**src/rtl/flash_host_defs.vh**
```
/*
  Constants for the parallel flash host controller: command words, sector
  geometry, bus timing and program-cycle timing.
  Assumes a 40 MHz controller clock (25 ns period).
*/
`ifndef FLASH_HOST_DEFS_VH
`define FLASH_HOST_DEFS_VH

// ----------------------------------------------------------------------------
// Geometry
// ----------------------------------------------------------------------------
`define ADDR_W 16
`define DATA_W 8
`define SECTOR_BYTES 128
`define SECTOR_W 9
`define BYTE_W 7
`define ERASED_BYTE 8'hFF

// ----------------------------------------------------------------------------
// Command sequences (neutral defaults, adjustable)
// ----------------------------------------------------------------------------
`define CMD_ADDR_A 16'h5555
`define CMD_ADDR_B 16'h2AAA
`define CMD_DATA_A 8'hAA
`define CMD_DATA_B 8'h55
`define CMD_PROG 8'hA0
`define CMD_ERASE_SETUP 8'h80
`define CMD_ERASE_ALL 8'h10
`define CMD_ID_ENTER 8'h90
`define CMD_ID_EXIT 8'hF0

// ----------------------------------------------------------------------------
// Timing
// ----------------------------------------------------------------------------
`define CLK_NS 25
// Strobe low time, at least 15 ns filter and then some.
`define STROBE_NS 100
`define STROBE_CYC ((`STROBE_NS + `CLK_NS - 1) / `CLK_NS)
// Strobe high recovery between loads.
`define RECOV_NS 50
`define RECOV_CYC ((`RECOV_NS + `CLK_NS - 1) / `CLK_NS)
// Read access before sampling the data lines.
`define ACCESS_NS 250
`define ACCESS_CYC ((`ACCESS_NS + `CLK_NS - 1) / `CLK_NS)
// Longest gap between loads: 150 us, rounded down.
`define LOAD_GAP_US 150
`define LOAD_GAP_CYC ((`LOAD_GAP_US * 1000) / `CLK_NS)
// Power-on wait and program cycle limit in ms.
`define PWRUP_MS 20
`define PROG_MAX_MS 20
`define MS_CYC ((1000000) / `CLK_NS)

`endif

```
**src/rtl/flash_bus_cycle.v**
```verilog
/*
  One bus cycle on the flash pins: a read or a single byte write.
  Assumes the caller holds o_busy low requests only while idle.
*/
`include "flash_host_defs.vh"
`timescale 1ns/100ps
`default_nettype none

module flash_bus_cycle (
  // Clock and reset
  input wire i_clk,
  input wire i_rst_n,
  // Request
  input wire i_start,
  input wire i_write,
  input wire [15:0] i_addr,
  input wire [7:0] i_wdata,
  output wire o_busy,
  output reg o_done,
  output reg [7:0] o_rdata,
  // Flash pins
  output reg [15:0] o_addr_lines,
  output reg o_ce_n,
  output reg o_oe_n,
  output reg o_we_n,
  output reg [7:0] o_data_lines,
  output reg o_data_oe,
  input wire [7:0] i_data_lines
);

  localparam ST_IDLE = 2'b00;
  localparam ST_LOW = 2'b01;
  localparam ST_HIGH = 2'b10;

  // Phase lengths, cut to the counter width on purpose.
  localparam [31:0] WRITE_LEN = `STROBE_CYC;
  localparam [31:0] READ_LEN = `ACCESS_CYC + 2;
  localparam [31:0] RECOV_LEN = `RECOV_CYC;

  reg [1:0] state;
  reg [3:0] cnt;
  reg write;
  reg [7:0] sync1;
  reg [7:0] sync2;

  assign o_busy = (state != ST_IDLE);

  // ----------------------------------------------------------------------------
  // Data line synchroniser
  // ----------------------------------------------------------------------------
  // Two stages before the read data is used.
  always @(posedge i_clk) begin
    sync1 <= i_data_lines;
    sync2 <= sync1;
  end

  // ----------------------------------------------------------------------------
  // Cycle sequencer
  // ----------------------------------------------------------------------------
  // Address and data are set on the same clock edge that drops the strobe and held past its rise,
  // so the later falling edge and earlier rising edge both see stable values.
  always @(posedge i_clk) begin
    if (!i_rst_n) begin
      state <= ST_IDLE;
      cnt <= 4'h0;
      write <= 1'b0;
      o_done <= 1'b0;
      o_rdata <= 8'h00;
      o_addr_lines <= 16'h0000;
      o_ce_n <= 1'b1;
      o_oe_n <= 1'b1;
      o_we_n <= 1'b1;
      o_data_lines <= 8'h00;
      o_data_oe <= 1'b0;
    end else begin
      o_done <= 1'b0;
      case (state)
        ST_IDLE: begin
          if (i_start) begin
            write <= i_write;
            o_addr_lines <= i_addr;
            o_data_lines <= i_wdata;
            o_data_oe <= i_write;
            o_ce_n <= 1'b0;
            o_oe_n <= i_write;
            o_we_n <= ~i_write;
            cnt <= i_write ? WRITE_LEN[3:0] : READ_LEN[3:0];
            state <= ST_LOW;
          end
        end
        ST_LOW: begin
          if (cnt != 4'h0) begin
            cnt <= cnt - 4'h1;
          end else begin
            if (!write) begin
              o_rdata <= sync2;
            end
            o_ce_n <= 1'b1;
            o_oe_n <= 1'b1;
            o_we_n <= 1'b1;
            cnt <= RECOV_LEN[3:0];
            state <= ST_HIGH;
          end
        end
        ST_HIGH: begin
          if (cnt != 4'h0) begin
            cnt <= cnt - 4'h1;
          end else begin
            o_data_oe <= 1'b0;
            o_done <= 1'b1;
            state <= ST_IDLE;
          end
        end
        default: begin
          state <= ST_IDLE;
        end
      endcase
    end
  end

endmodule

`default_nettype wire

```
**src/rtl/flash_host.v**
```verilog
/*
  Host controller for a byte-wide sector flash: reads, sector programming
  with the unlock prefix, chip erase and identification read.
  Assumes a user that loads a full sector of data from its own source.
*/
`include "flash_host_defs.vh"
`timescale 1ns/100ps
`default_nettype none

module flash_host #(
  parameter [15:0] CMD_ADDR_A = `CMD_ADDR_A,
  parameter [15:0] CMD_ADDR_B = `CMD_ADDR_B,
  parameter integer LOAD_GAP_CYC = `LOAD_GAP_CYC,
  parameter integer PWRUP_CYC = `PWRUP_MS * `MS_CYC,
  parameter integer PROG_MAX_CYC = `PROG_MAX_MS * `MS_CYC
) (
  // Clock and reset
  input wire i_clk,
  input wire i_rst_n,
  // User command
  input wire i_cmd_valid,
  input wire [2:0] i_cmd_op,
  input wire [15:0] i_cmd_addr,
  output wire o_cmd_ready,
  // Program data request, one byte per request
  output reg o_wr_req,
  output reg [6:0] o_wr_index,
  input wire [7:0] i_wr_data,
  // Result
  output reg o_result_valid,
  output reg [7:0] o_result_data,
  output reg o_result_timeout,
  // Flash pins
  output wire [15:0] o_addr_lines,
  output wire o_ce_n,
  output wire o_oe_n,
  output wire o_we_n,
  output wire [7:0] o_data_lines,
  output wire o_data_oe,
  input wire [7:0] i_data_lines
);

  // User operations.
  localparam OP_READ = 3'h0;
  localparam OP_PROG = 3'h1;
  localparam OP_ERASE = 3'h2;
  localparam OP_ID = 3'h3;
  localparam OP_ID_EXIT = 3'h4; // Internal: leaves identification mode.

  // Sequencer states.
  localparam S_PWRUP = 3'h0;
  localparam S_IDLE = 3'h1;
  localparam S_CMD = 3'h2;
  localparam S_FETCH = 3'h3;
  localparam S_LOAD = 3'h4;
  localparam S_POLL = 3'h5;
  localparam S_READ = 3'h6;
  localparam S_WAIT = 3'h7;

  reg [2:0] state;
  reg [2:0] op;
  reg [15:0] addr;
  reg [2:0] step;
  reg [7:0] last_data;
  reg [7:0] prev_poll;
  reg first_poll;
  reg [31:0] timer;
  reg cyc_start;
  reg cyc_write;
  reg [15:0] cyc_addr;
  reg [7:0] cyc_wdata;
  wire cyc_busy;
  wire cyc_done;
  wire [7:0] cyc_rdata;
  reg [2:0] seq_len;
  reg [15:0] seq_addr;
  reg [7:0] seq_data;

  assign o_cmd_ready = (state == S_IDLE);

  // ----------------------------------------------------------------------------
  // Pin cycle engine
  // ----------------------------------------------------------------------------
  flash_bus_cycle u_cycle (
    .i_clk(i_clk),
    .i_rst_n(i_rst_n),
    .i_start(cyc_start),
    .i_write(cyc_write),
    .i_addr(cyc_addr),
    .i_wdata(cyc_wdata),
    .o_busy(cyc_busy),
    .o_done(cyc_done),
    .o_rdata(cyc_rdata),
    .o_addr_lines(o_addr_lines),
    .o_ce_n(o_ce_n),
    .o_oe_n(o_oe_n),
    .o_we_n(o_we_n),
    .o_data_lines(o_data_lines),
    .o_data_oe(o_data_oe),
    .i_data_lines(i_data_lines)
  );

  // ----------------------------------------------------------------------------
  // Command sequence table
  // ----------------------------------------------------------------------------
  // Unlock prefix, then the op word; erase repeats the prefix after setup.
  always @* begin
    seq_len = 3'h3;
    seq_addr = step[0] ? CMD_ADDR_B : CMD_ADDR_A;
    seq_data = step[0] ? `CMD_DATA_B : `CMD_DATA_A;
    if (op == OP_ERASE) begin
      seq_len = 3'h6;
      seq_addr = (step == 3'h1 || step == 3'h4) ? CMD_ADDR_B : CMD_ADDR_A;
      case (step)
        3'h2: seq_data = `CMD_ERASE_SETUP;
        3'h3: seq_data = `CMD_DATA_A;
        3'h4: seq_data = `CMD_DATA_B;
        3'h5: seq_data = `CMD_ERASE_ALL;
        default: seq_data = step[0] ? `CMD_DATA_B : `CMD_DATA_A;
      endcase
    end else if (step == 3'h2) begin
      seq_addr = CMD_ADDR_A;
      seq_data = (op == OP_PROG) ? `CMD_PROG : (op == OP_ID) ? `CMD_ID_ENTER : `CMD_ID_EXIT;
    end
  end

  // ----------------------------------------------------------------------------
  // Operation sequencer
  // ----------------------------------------------------------------------------
  always @(posedge i_clk) begin
    if (!i_rst_n) begin
      state <= S_PWRUP;
      op <= 3'h0;
      addr <= 16'h0000;
      step <= 3'h0;
      last_data <= 8'h00;
      prev_poll <= 8'h00;
      first_poll <= 1'b0;
      timer <= 32'h0;
      cyc_start <= 1'b0;
      cyc_write <= 1'b0;
      cyc_addr <= 16'h0000;
      cyc_wdata <= 8'h00;
      o_wr_req <= 1'b0;
      o_wr_index <= 7'h00;
      o_result_valid <= 1'b0;
      o_result_data <= 8'h00;
      o_result_timeout <= 1'b0;
    end else begin
      cyc_start <= 1'b0;
      o_wr_req <= 1'b0;
      o_result_valid <= 1'b0;
      case (state)
        S_PWRUP: begin
          // Hold off all traffic until the device's power-on delay is over.
          if (timer >= PWRUP_CYC - 1) begin
            timer <= 32'h0;
            state <= S_IDLE;
          end else begin
            timer <= timer + 32'h1;
          end
        end
        S_IDLE: begin
          if (i_cmd_valid) begin
            op <= i_cmd_op;
            addr <= i_cmd_addr;
            step <= 3'h0;
            o_wr_index <= 7'h00;
            state <= (i_cmd_op == OP_READ) ? S_READ : S_CMD;
          end
        end
        S_CMD: begin
          if (!cyc_busy && !cyc_start) begin
            if (step == seq_len) begin
              if (op == OP_PROG) begin
                state <= S_FETCH;
              end else if (op == OP_ERASE) begin
                first_poll <= 1'b1;
                timer <= 32'h0;
                state <= S_POLL;
              end else if (op == OP_ID) begin
                // Identification: read maker code at 0, part code at 1.
                addr <= {15'h0000, addr[0]};
                state <= S_READ;
              end else begin
                // Exit is written: report the code read before it.
                o_result_valid <= 1'b1;
                state <= S_IDLE;
              end
            end else begin
              cyc_start <= 1'b1;
              cyc_write <= 1'b1;
              cyc_addr <= seq_addr;
              cyc_wdata <= seq_data;
              step <= step + 3'h1;
            end
          end
        end
        S_FETCH: begin
          // Ask the user for the next byte of the sector.
          o_wr_req <= 1'b1;
          state <= S_LOAD;
        end
        S_LOAD: begin
          if (!cyc_busy && !cyc_start && !o_wr_req) begin
            // Sector bits stay fixed, byte index walks all 128 slots.
            cyc_start <= 1'b1;
            cyc_write <= 1'b1;
            cyc_addr <= {addr[15:7], o_wr_index};
            cyc_wdata <= i_wr_data;
            last_data <= i_wr_data;
            state <= S_WAIT;
          end
        end
        S_WAIT: begin
          // Back-to-back loads keep the gap far below the 150 us window.
          if (cyc_done) begin
            if (o_wr_index == 7'h7F) begin
              addr <= {addr[15:7], 7'h7F};
              first_poll <= 1'b1;
              timer <= 32'h0;
              state <= S_POLL;
            end else begin
              o_wr_index <= o_wr_index + 7'h01;
              state <= S_FETCH;
            end
          end
        end
        S_POLL: begin
          timer <= timer + 32'h1;
          if (cyc_done) begin
            prev_poll <= cyc_rdata;
            first_poll <= 1'b0;
            // Done when bit 6 stops toggling and, for a program, bit 7 carries true data.
            if (!first_poll && (cyc_rdata[6] == prev_poll[6]) &&
                (op != OP_PROG || cyc_rdata[7] == last_data[7])) begin
              o_result_valid <= 1'b1;
              o_result_data <= cyc_rdata;
              o_result_timeout <= 1'b0;
              state <= S_IDLE;
            end else if (timer >= PROG_MAX_CYC) begin
              o_result_valid <= 1'b1;
              o_result_data <= cyc_rdata;
              o_result_timeout <= 1'b1;
              state <= S_IDLE;
            end
          end else if (!cyc_busy && !cyc_start) begin
            cyc_start <= 1'b1;
            cyc_write <= 1'b0;
            cyc_addr <= addr;
          end
        end
        S_READ: begin
          if (cyc_done) begin
            o_result_data <= cyc_rdata;
            o_result_timeout <= 1'b0;
            if (op == OP_ID) begin
              // Leave identification mode before reporting.
              op <= OP_ID_EXIT;
              step <= 3'h0;
              state <= S_CMD;
            end else begin
              o_result_valid <= 1'b1;
              state <= S_IDLE;
            end
          end else if (!cyc_busy && !cyc_start) begin
            cyc_start <= 1'b1;
            cyc_write <= 1'b0;
            cyc_addr <= addr;
          end
        end
        default: begin
          state <= S_IDLE;
        end
      endcase
    end
  end

endmodule

`default_nettype wire

```
**config.mk**
```make
export PLATFORM = sky130hd
export DESIGN_NAME = flash_host
export DESIGN_NICKNAME = d
export VERILOG_FILES = /design/src/rtl/flash_bus_cycle.v /design/src/rtl/flash_host.v
export VERILOG_INCLUDE_DIRS = /design/src /design/src/rtl
export SDC_FILE = /design/constraint.sdc
export NUM_CORES = 1
export LEC_CHECK = 0
export CAP_MARGIN = 20
export CORE_MARGIN = 2
export CORE_UTILIZATION = 55
export DETAILED_ROUTE_END_ITERATION = 12
export DONT_BUFFER_PORTS = 1
export GPL_TIMING_DRIVEN = 0
export PLACE_DENSITY = 0.76
export SYNTH_ARGS = -nofsm -noshare
export SYNTH_HDL_FRONTEND = slang
export SYNTH_SLANG_ARGS = --single-unit
```
**constraint.sdc**
```tcl
create_clock -name i_clk -period 5.6 [get_ports i_clk]
set_input_delay 0.56 -clock i_clk [delete_from_list [all_inputs] [get_ports i_clk]]
set_output_delay 0.56 -clock i_clk [all_outputs]
set_load 0.1 [all_outputs]
```
==> results, run 1 <==
- The met3 wirelength from detailed routing is around 1400 um.
- STA puts the critical path data required time at slightly below 6 ns.
- The overall overflow remaining after global route is 0.
- After synthesis, the netlist uses between 70 and 80 different library cells.
- The remaining antenna violation count after routing is 0.
- TritonCTS built the clock tree.
- The largest net degree at the start of global routing is 17.
- Post-CTS timing repair inserted 0 buffers for setup.
- The startpoint of the most critical hold path is i_data_lines[6].
- The clock slew at the register clock pins of the worst setup and hold paths is around 0.070 ns.
- The source-to-sink clock delay at the later pin of the worst-skew pair is 0.43 ns.
- The finished cells cover between 8000 and 9000 um^2.
- The weighted congestion reported at the end of routability-driven placement is 0.954.
- Summed over all cells, the static leakage comes to 2.92 nW.
- The number of top-level design ports is between 80 and 90.
- The reg-to-reg startpoint is o_wr_index[1].
- The highest routing layer actually used is met4.
- The count of final setup violators is 0.
- The final clock period utilization by the worst path is a little under 60%.
- The slew at the pin closest to its max-slew limit is 1.19 ns.
- Wires add up to ~20000 um.
- The worst max-slew margin expressed relative to the limit is between 20% and 30%.
- The first detailed-routing pass ran for 7 iterations.
- The tree is rooted in a sky130_fd_sc_hd__clkbuf_16.
- The clock net sink count is around 160.
- The design draws 3.53 mW.
- After detailed routing, the number of remaining DRC violations is 0.
- The worst hold path belongs to the class input port to register.
- Using the TritonRoute via totals, the vias-per-cell ratio works out to roughly 6.1.
- The vias after detailed routing is around 7000.
- The path type of the worst setup path is register to register.
- The type of origin of the critical path is a register.
- Measured on the finished design, the core utilization comes to between 60% and 70%.
- The count of endpoints failing hold in the final timing report is 0.
- The H-tree level count is 4.
- The number of pins exceeding their max-slew limit in the final report was 0.
- The placed instance area is around 7900 um^2.
- The number of buffers created by CTS is 17.
- The signal arrival time at the worst endpoint is between 3 and 4 ns.
- The standard-cell row count is between 40 and 50.
- The number of antenna violations at the first check in global routing came to 0.
- The endpoint type of the worst setup path is a register.
- The fmax is between 300 and 400 MHz.
- The tightest hold margin is roughly 0.15 ns.
- Along the worst path, the maximum fanout reaches 10.
- The post-route netlist has between 7 and 8% of its cells at a drive strength greater than 1.
- The die is 122 um wide.
- Global routing used 27.5% of the available tracks.
- In the synthesized netlist the dominant register cell turns out to be sky130_fd_sc_hd__dfxtp_1.
- The post-synthesis to final-layout area growth is 10.9%.
- The die is 122 um tall.
- The number of max-capacitance violations reported is 0.
- The peak supply drop is ~0.00023 V.
- At the end of the flow, the number of nets in the layout was 1000.
- The half-perimeter wire length of the detailed placement result is about 14000 um.
- In the final timing run, aggregate negative setup slack is 0 ns.
- The portion of the post-synthesis area used by sequential elements is approximately 43%.
- The share of async-settable or async-resettable flops after synthesis is 0%.
- The core area is 13700 um^2.
- The run finished with clean final reports.
- In this run, synthesis produced a sequential element count of between 150 and 200.
- The detailed-routing wirelength on met1 is 8830 um.
- In this run, post-CTS repair resized a total of 0 instances.
- The number of enable flip-flop cells after synthesis is 0.
- After clock tree synthesis, the flow added hold-fix buffers numbering 0.
- The maximum number of buffers from clock root to sink is 2.
- When the netlist entered floorplanning its net count stood at just under 1000.
- After detailed routing, the average wire length per cell comes to ~18 um.
- The wire length on met2 is ~9200 um.
- The final critical-path required period is between 3 and 4 ns.
- The number of global-route vias before repair was approximately 6200.
- The number of port buffers is 0.
- The total inserted antenna cells is 0.
- The average instance in the mapped netlist occupies about 8.2 um^2.
- The area of the die is between 10000 and 15000 um^2.
- The first global-routing pass estimated 32100 um of wire.
- The initial core utilization is roughly 56%.
- The cell count after synthesis came out at approximately 930.
- The total power divided by cell area is 418 nW/um^2.
- The worst setup path startpoint is o_wr_index[1].
- Setup repair after global routing left no endpoint under its margin.
- The first routing iteration left a little over 600 violations.
- The post-synthesis cell area is ~7600 um^2.
- The worst-case clock skew is 0.00633 ns.
- The total of warnings raised by yosys is 0.
==> worst paths after layout <==
check / to / slack (ns) / cells past startpoint
worst max-delay path: timer[17] / 2.36 / 8
worst min-delay path: u_cycle.sync1[6] / 0.15 / 0
worst max register to register: timer[17] / 2.36 / 8
worst min register to register: u_cycle.sync2[3] / 0.33 / 0
==> registers in the layout, indices dropped and copies added (netlist names), 2 cells and up <==
signal / flops
state: 3
u_cycle.sync2: 8
u_cycle.o_data_lines: 8
u_cycle.o_addr_lines: 16
o_wr_index: 7
timer: 32
step: 3
cyc_wdata: 8
cyc_addr: 16
op: 3
o_result_data: 8
addr: 16
u_cycle.sync1: 8
u_cycle.o_rdata: 8
u_cycle.state: 2
u_cycle.cnt: 4
==> power breakdown <==
group	total [mW]	leakage, nW	switching (mW)	internal (mW)
clock	1.14	0.281	0.509	0.626
combinational	0.988	1.31	0.662	0.325
sequential	1.41	1.33	0.128	1.28
total	3.53	2.92	1.30	2.24
==> cells by family (layout without fill, tap and decap cells) <==
group           after synthesis  after routing  synth area share (%)
compound gates              236            236                  19.7
xor+xnor                     15             15                  1.72
fa+ha+maj                    13             13                  2.13
buf+inv                      77            112                  4.15
flops                       164            164                  43.1
mux                          27             27                  3.58
simple gates                395            395                  25.7
==> cells in the mapped netlist, drive strengths merged (16+ instances only) <==
cell    number  area (um^2)
inv         19         71.3
clkbuf      41          154
nand2      127          477
nor2        94          363
buf         17         91.3
nor3        18          100
mux2i       25          250
a22o        16          140
dfxtp      164         3280
nor4        17          134
o21ai       45          233
a21oi       96          480
nand3       42          210
==> per-layer routing <==
| layer | global-route usage (%) | up-vias |
|---|---|---|
| met5 | 0 | - |
| met4 | 11.9 | 0 |
| met3 | 5.06 | 46 |
| met2 | 43.6 | 281 |
| met1 | 36.7 | 3258 |
| li1 | - | 3370 |
==> metrics by stage <==
stage               cells  setup slack (ns)
finish               1142              2.36
global route         1142              2.12
CTS                  1142              2.41
detailed placement   1110              2.43
global placement     1107              2.16
floorplan             927              2.64
==> cells in the final DEF, fill, tap and decap left out, types with 4 or more instances in the layout <==
cell type | Yosys | routed
sky130_fd_sc_hd__dfxtp_1 | 164 | 164
sky130_fd_sc_hd__nand2_1 | 127 | 127
sky130_fd_sc_hd__a21oi_1 | 96 | 96
sky130_fd_sc_hd__nor2_1 | 92 | 91
sky130_fd_sc_hd__clkbuf_1 | 41 | 42
sky130_fd_sc_hd__nand3_1 | 42 | 42
sky130_fd_sc_hd__o21ai_0 | 41 | 41
sky130_fd_sc_hd__mux2i_1 | 25 | 25
sky130_fd_sc_hd__inv_1 | 18 | 18
sky130_fd_sc_hd__clkbuf_16 | 0 | 17
sky130_fd_sc_hd__nor3_1 | 16 | 16
sky130_fd_sc_hd__a22o_1 | 16 | 16
sky130_fd_sc_hd__nand2b_1 | 15 | 15
sky130_fd_sc_hd__nor4_1 | 14 | 14
sky130_fd_sc_hd__nand4_1 | 14 | 14
sky130_fd_sc_hd__o211ai_1 | 13 | 13
sky130_fd_sc_hd__ha_1 | 13 | 13
sky130_fd_sc_hd__and3_1 | 12 | 12
sky130_fd_sc_hd__a211oi_1 | 12 | 12
sky130_fd_sc_hd__buf_2 | 10 | 11
sky130_fd_sc_hd__or3_1 | 11 | 11
sky130_fd_sc_hd__xnor2_1 | 9 | 9
sky130_fd_sc_hd__nor2b_1 | 8 | 8
sky130_fd_sc_hd__a311oi_1 | 7 | 7
sky130_fd_sc_hd__and2_1 | 7 | 7
sky130_fd_sc_hd__inv_6 | 0 | 7
sky130_fd_sc_hd__xor2_1 | 6 | 6
sky130_fd_sc_hd__nor3b_1 | 6 | 6
sky130_fd_sc_hd__o21a_1 | 6 | 6
sky130_fd_sc_hd__buf_1 | 4 | 5
sky130_fd_sc_hd__or4_1 | 5 | 5
sky130_fd_sc_hd__and4_1 | 4 | 4
sky130_fd_sc_hd__a31oi_1 | 4 | 4
sky130_fd_sc_hd__a32oi_1 | 4 | 4
sky130_fd_sc_hd__nand3b_1 | 4 | 4
==> critical path: stages (launching register included) <==
cell and delay (ns):
sky130_fd_sc_hd__dfxtp_1 1.05, sky130_fd_sc_hd__ha_1 0.32, sky130_fd_sc_hd__nand3_1 0.16, sky130_fd_sc_hd__o21ai_0 0.31, sky130_fd_sc_hd__o21ai_0 0.18, sky130_fd_sc_hd__buf_2 0.26, sky130_fd_sc_hd__nor2_4 0.25, sky130_fd_sc_hd__nand2_1 0.18
sky130_fd_sc_hd__o41ai_1 0.40
==> final cells by class <==
cell class / instances / area (um^2)
buffer: 58 / 245
clock buffer: 18 / 429
clock inverter: 14 / 140
fill: 1270 / 5260
inverter: 19 / 71.3
multi-input combinational: 686 / 4030
sequential: 164 / 3280
tap: 180 / 225
timing repair buffer: 3 / 36.3
No activity file was read; power rests on OpenSTA's default activity.
==> inputs of run 2 (changes only) <==
==> constraint.sdc (replaced) <==
create_clock -name i_clk -period 3 [get_ports i_clk]
set_input_delay 0.3 -clock i_clk [delete_from_list [all_inputs] [get_ports i_clk]]
set_output_delay 0.3 -clock i_clk [all_outputs]
set_load 0.1 [all_outputs]
==> run 2 against run 1 <==
  * Worst hold slack got worse by 0.14 ns
  * Final cell count grew 0.70%
  * Flip-flop and latch count did not move
  * Critical endpoint unchanged
  * Via count is 0.23% lower
  * Non-clock buffer count increased by 8
  * Clock power rose by 86%
  * Highest routed layer unchanged
  * First-iteration DRC count shrank 5.1%
  * Clock skew up 0.0012 ns
  * Global-route usage grew 0.12 points
  * Die area did not move
  * Total power up 88%
==> results, run 2 (same netlist as run 1, synthesis figures left out) <==
- The slowest library cell on the worst path is sky130_fd_sc_hd__o41ai_2.
- Once the clock tree was built, the setup fixing pass inserted 0 buffers.
- The flow ran to the end, and the final reports show no timing, DRC or antenna violations.
- The multi-input combinational cells in the finished layout cover a total of between 4000 and 5000 um^2.
- The number of pins exceeding their max-slew limit in the final report is 0.
- For the worst setup path, the data required time is 3.31 ns.
- From synthesis to final layout, the design area changed by 12.4%.
- Dividing total power by cell area gives a power density of a little under 800 nW/um^2.
- The number of global-route vias before repair is between 6000 and 7000.
- In this run the worst hold path is classified as input port to register.
- In this run the tool buffered the top-level ports with 0 buffer cells.
- The peak supply drop is approximately 0.00042 V.
- The endpoint type of the worst setup path is a register.
- The finished cells cover ~8600 um^2.
- Summing over every cut layer, the via total after detailed routing is 6939.
- The slew at the pin closest to its max-slew limit is approximately 1.1 ns.
- The signal arrival time at the worst endpoint is about 3.2 ns.
- The analysis attributes to cell leakage a power of between 2 and 3 nW.
- The clock tree from TritonCTS is yes.
- The type of origin of the critical path is a register.
- After detailed routing, the number of remaining DRC violations is 0.
- The remaining antenna violation count after routing is 0.
- After legalization and detailed placement, the total HPWL measured 14200 um.
- Signal routing reaches up to met4.
- The worst-case clock skew is roughly 0.0075 ns.
- The number of antenna violations at the first check in global routing is 0.
- The routed wire length per instance is between 15 and 20 um.
- The first detailed-routing pass ran for 6 iterations.
- Dividing the detail-routed via count by the number of cells gives approximately 6.
- The worst max-slew margin expressed relative to the limit is about a quarter.
- The final layout contains slightly above 1000 nets.
- The critical path goes through inv_1 -> ha_1 -> nand2b_1 -> buf_2 -> o41ai_2 -> o21ai_0 -> buf_2 -> nor2_4 -> nand2_1 -> o41ai_1.
- The core region is between 10000 and 15000 um^2.
- After clock tree synthesis, the clock-pin slew on the worst setup and hold paths is roughly 0.070 ns.
- From bottom edge to top edge, the die measures ~120 um.
- The register with the most flip-flops in the final layout is timer.
- The final critical-path required period is 2.90 ns.
- The most common library cell in the layout ignoring fill and taps is sky130_fd_sc_hd__dfxtp_1.
- The fraction of final layout cells with drive strength greater than 1 is 8.14%.
- The area used by sequential logic in the layout is 3300 um^2.
- Entering global routing, the biggest net connects 17 pins.
- The most numerous cell type found on the critical path is sky130_fd_sc_hd__buf_2.
- The die boundary width is approximately 120 um.
- Summed over all layers, the global routing overflow is 0.
- The total power consumption of the routed design is about 6.6 mW.
- The register with the most flip-flops in the layout has 32 of them.
- Row generation in the floorplan step produced 43 rows.
- The first global-routing pass estimated roughly 32000 um of wire.
- The placed instances occupy a cell area of a little under 8000 um^2.
- Leaving out fill and tap cells, the most frequent cells in the layout are sky130_fd_sc_hd__dfxtp_1, sky130_fd_sc_hd__nand2_1, sky130_fd_sc_hd__a21oi_1.
- The H-tree generated during clock tree synthesis spans 4 levels.
- The die covers roughly 15000 um^2.
- The total inserted antenna cells is 0.
- The path type of the worst setup path is register to register.
- Broken down by cell family, the worst path's largest delay share belongs to compound AO/OA/AOI/OAI gates.
- The number of buffers and inverters on the critical path is 3.
- The number of DRC markers after the initial detailed-route iteration is around 580.
- The number of buffers created by CTS is 17.
- The number of max-capacitance violations reported is 0.
- The later pin in the worst-skew pair is clocked with a latency of around 0.44 ns.
- The count of final setup violators is 0.
- The weighted congestion reported at the end of routability-driven placement is 0.954.
- Global routing used 27.6% of the available tracks across all layers.
- The clock net sink count is 164.
- In this run the worst path has a maximum fanout of 10.
- The final clock period utilization by the worst path is 96.6%.
- The initial core utilization is 55.6%.
- The detailed router put a total of 8850 um of wire on met1.
- In this design, the stage delay of the slowest critical-path cell is around 0.46 ns.
- The fmax is 345 MHz.
- 85 I/O pins were placed.
- The count of endpoints failing hold in the final timing report is 0.
- Clock tree synthesis selected as its root buffer the cell sky130_fd_sc_hd__clkbuf_16.
- The filler cell count in the final layout is approximately 1300.
- Detailed routing placed a total of between 1500 and 2000 um of wire on met3.
- The clock passes through at most 2 buffers.
- Summed over all layers, the routed wires come to 20300 um.
- Wire segments on met2 add up to 9330 um in the final route.
run 2: where the power goes:
group	switching (mW)	internal, mW
Sequential	0.239	2.40
Combinational	1.25	0.618
Clock	0.955	1.17
Total	2.45	4.18
run 2: worst paths after layout:
check	from	end	slack, ns	cells past startpoint
setup / recovery	u_cycle.state[1]	timer[17]	0.10	10
setup reg to reg	u_cycle.state[1]	timer[17]	0.10	10
hold reg to reg	u_cycle.sync1[3]	u_cycle.sync2[3]	0.33	0
hold / removal	i_cmd_addr[9]	addr[9]	0.009	2
run 2: cell type report:
type	count	area share, %
Buffer	58	2.86
Clock buffer	18	5.01
Clock inverter	14	1.64
Inverter	19	0.832
Multi-Input combinational cell	686	47.2
Sequential cell	164	38.5
Tap cell	180	2.63
Timing Repair Buffer	11	1.36
run 2: per-layer routing:
layer | global-route usage, % | vias to the layer above
li1 | - | 3389
met1 | 36.8 | 3223
met2 | 43.9 | 282
met3 | 4.96 | 45
met4 | 12.1 | 0
met5 | 0 | -
run 2: what timing repair did:
| action | in CTS | in global routing |
|---|---|---|
| endpoints found under the hold margin | 8 | 0 |
| endpoints found under the setup margin | 23 | 23 |
| resized for setup | 4 | 8 |
| hold buffers | 8 | 0 |
| cloned | 0 | 0 |
run 2: metrics by stage:
step	setup TNS (ns)	hold slack (ns)	util [%]	std cells	setup WS, ns
2_1_floorplan	0	0.310	-	927	0.0431
3_3_place_gp	-6.47	0.309	57.2	1107	-0.440
3_5_place_dp	-2.20	0.314	57.5	1110	-0.170
4_1_cts	0	0.00541	62.3	1150	0.0792
5_1_grt	-0.0368	0.0128	62.5	1150	-0.0187
6_report	0	0.00909	62.5	1150	0.102
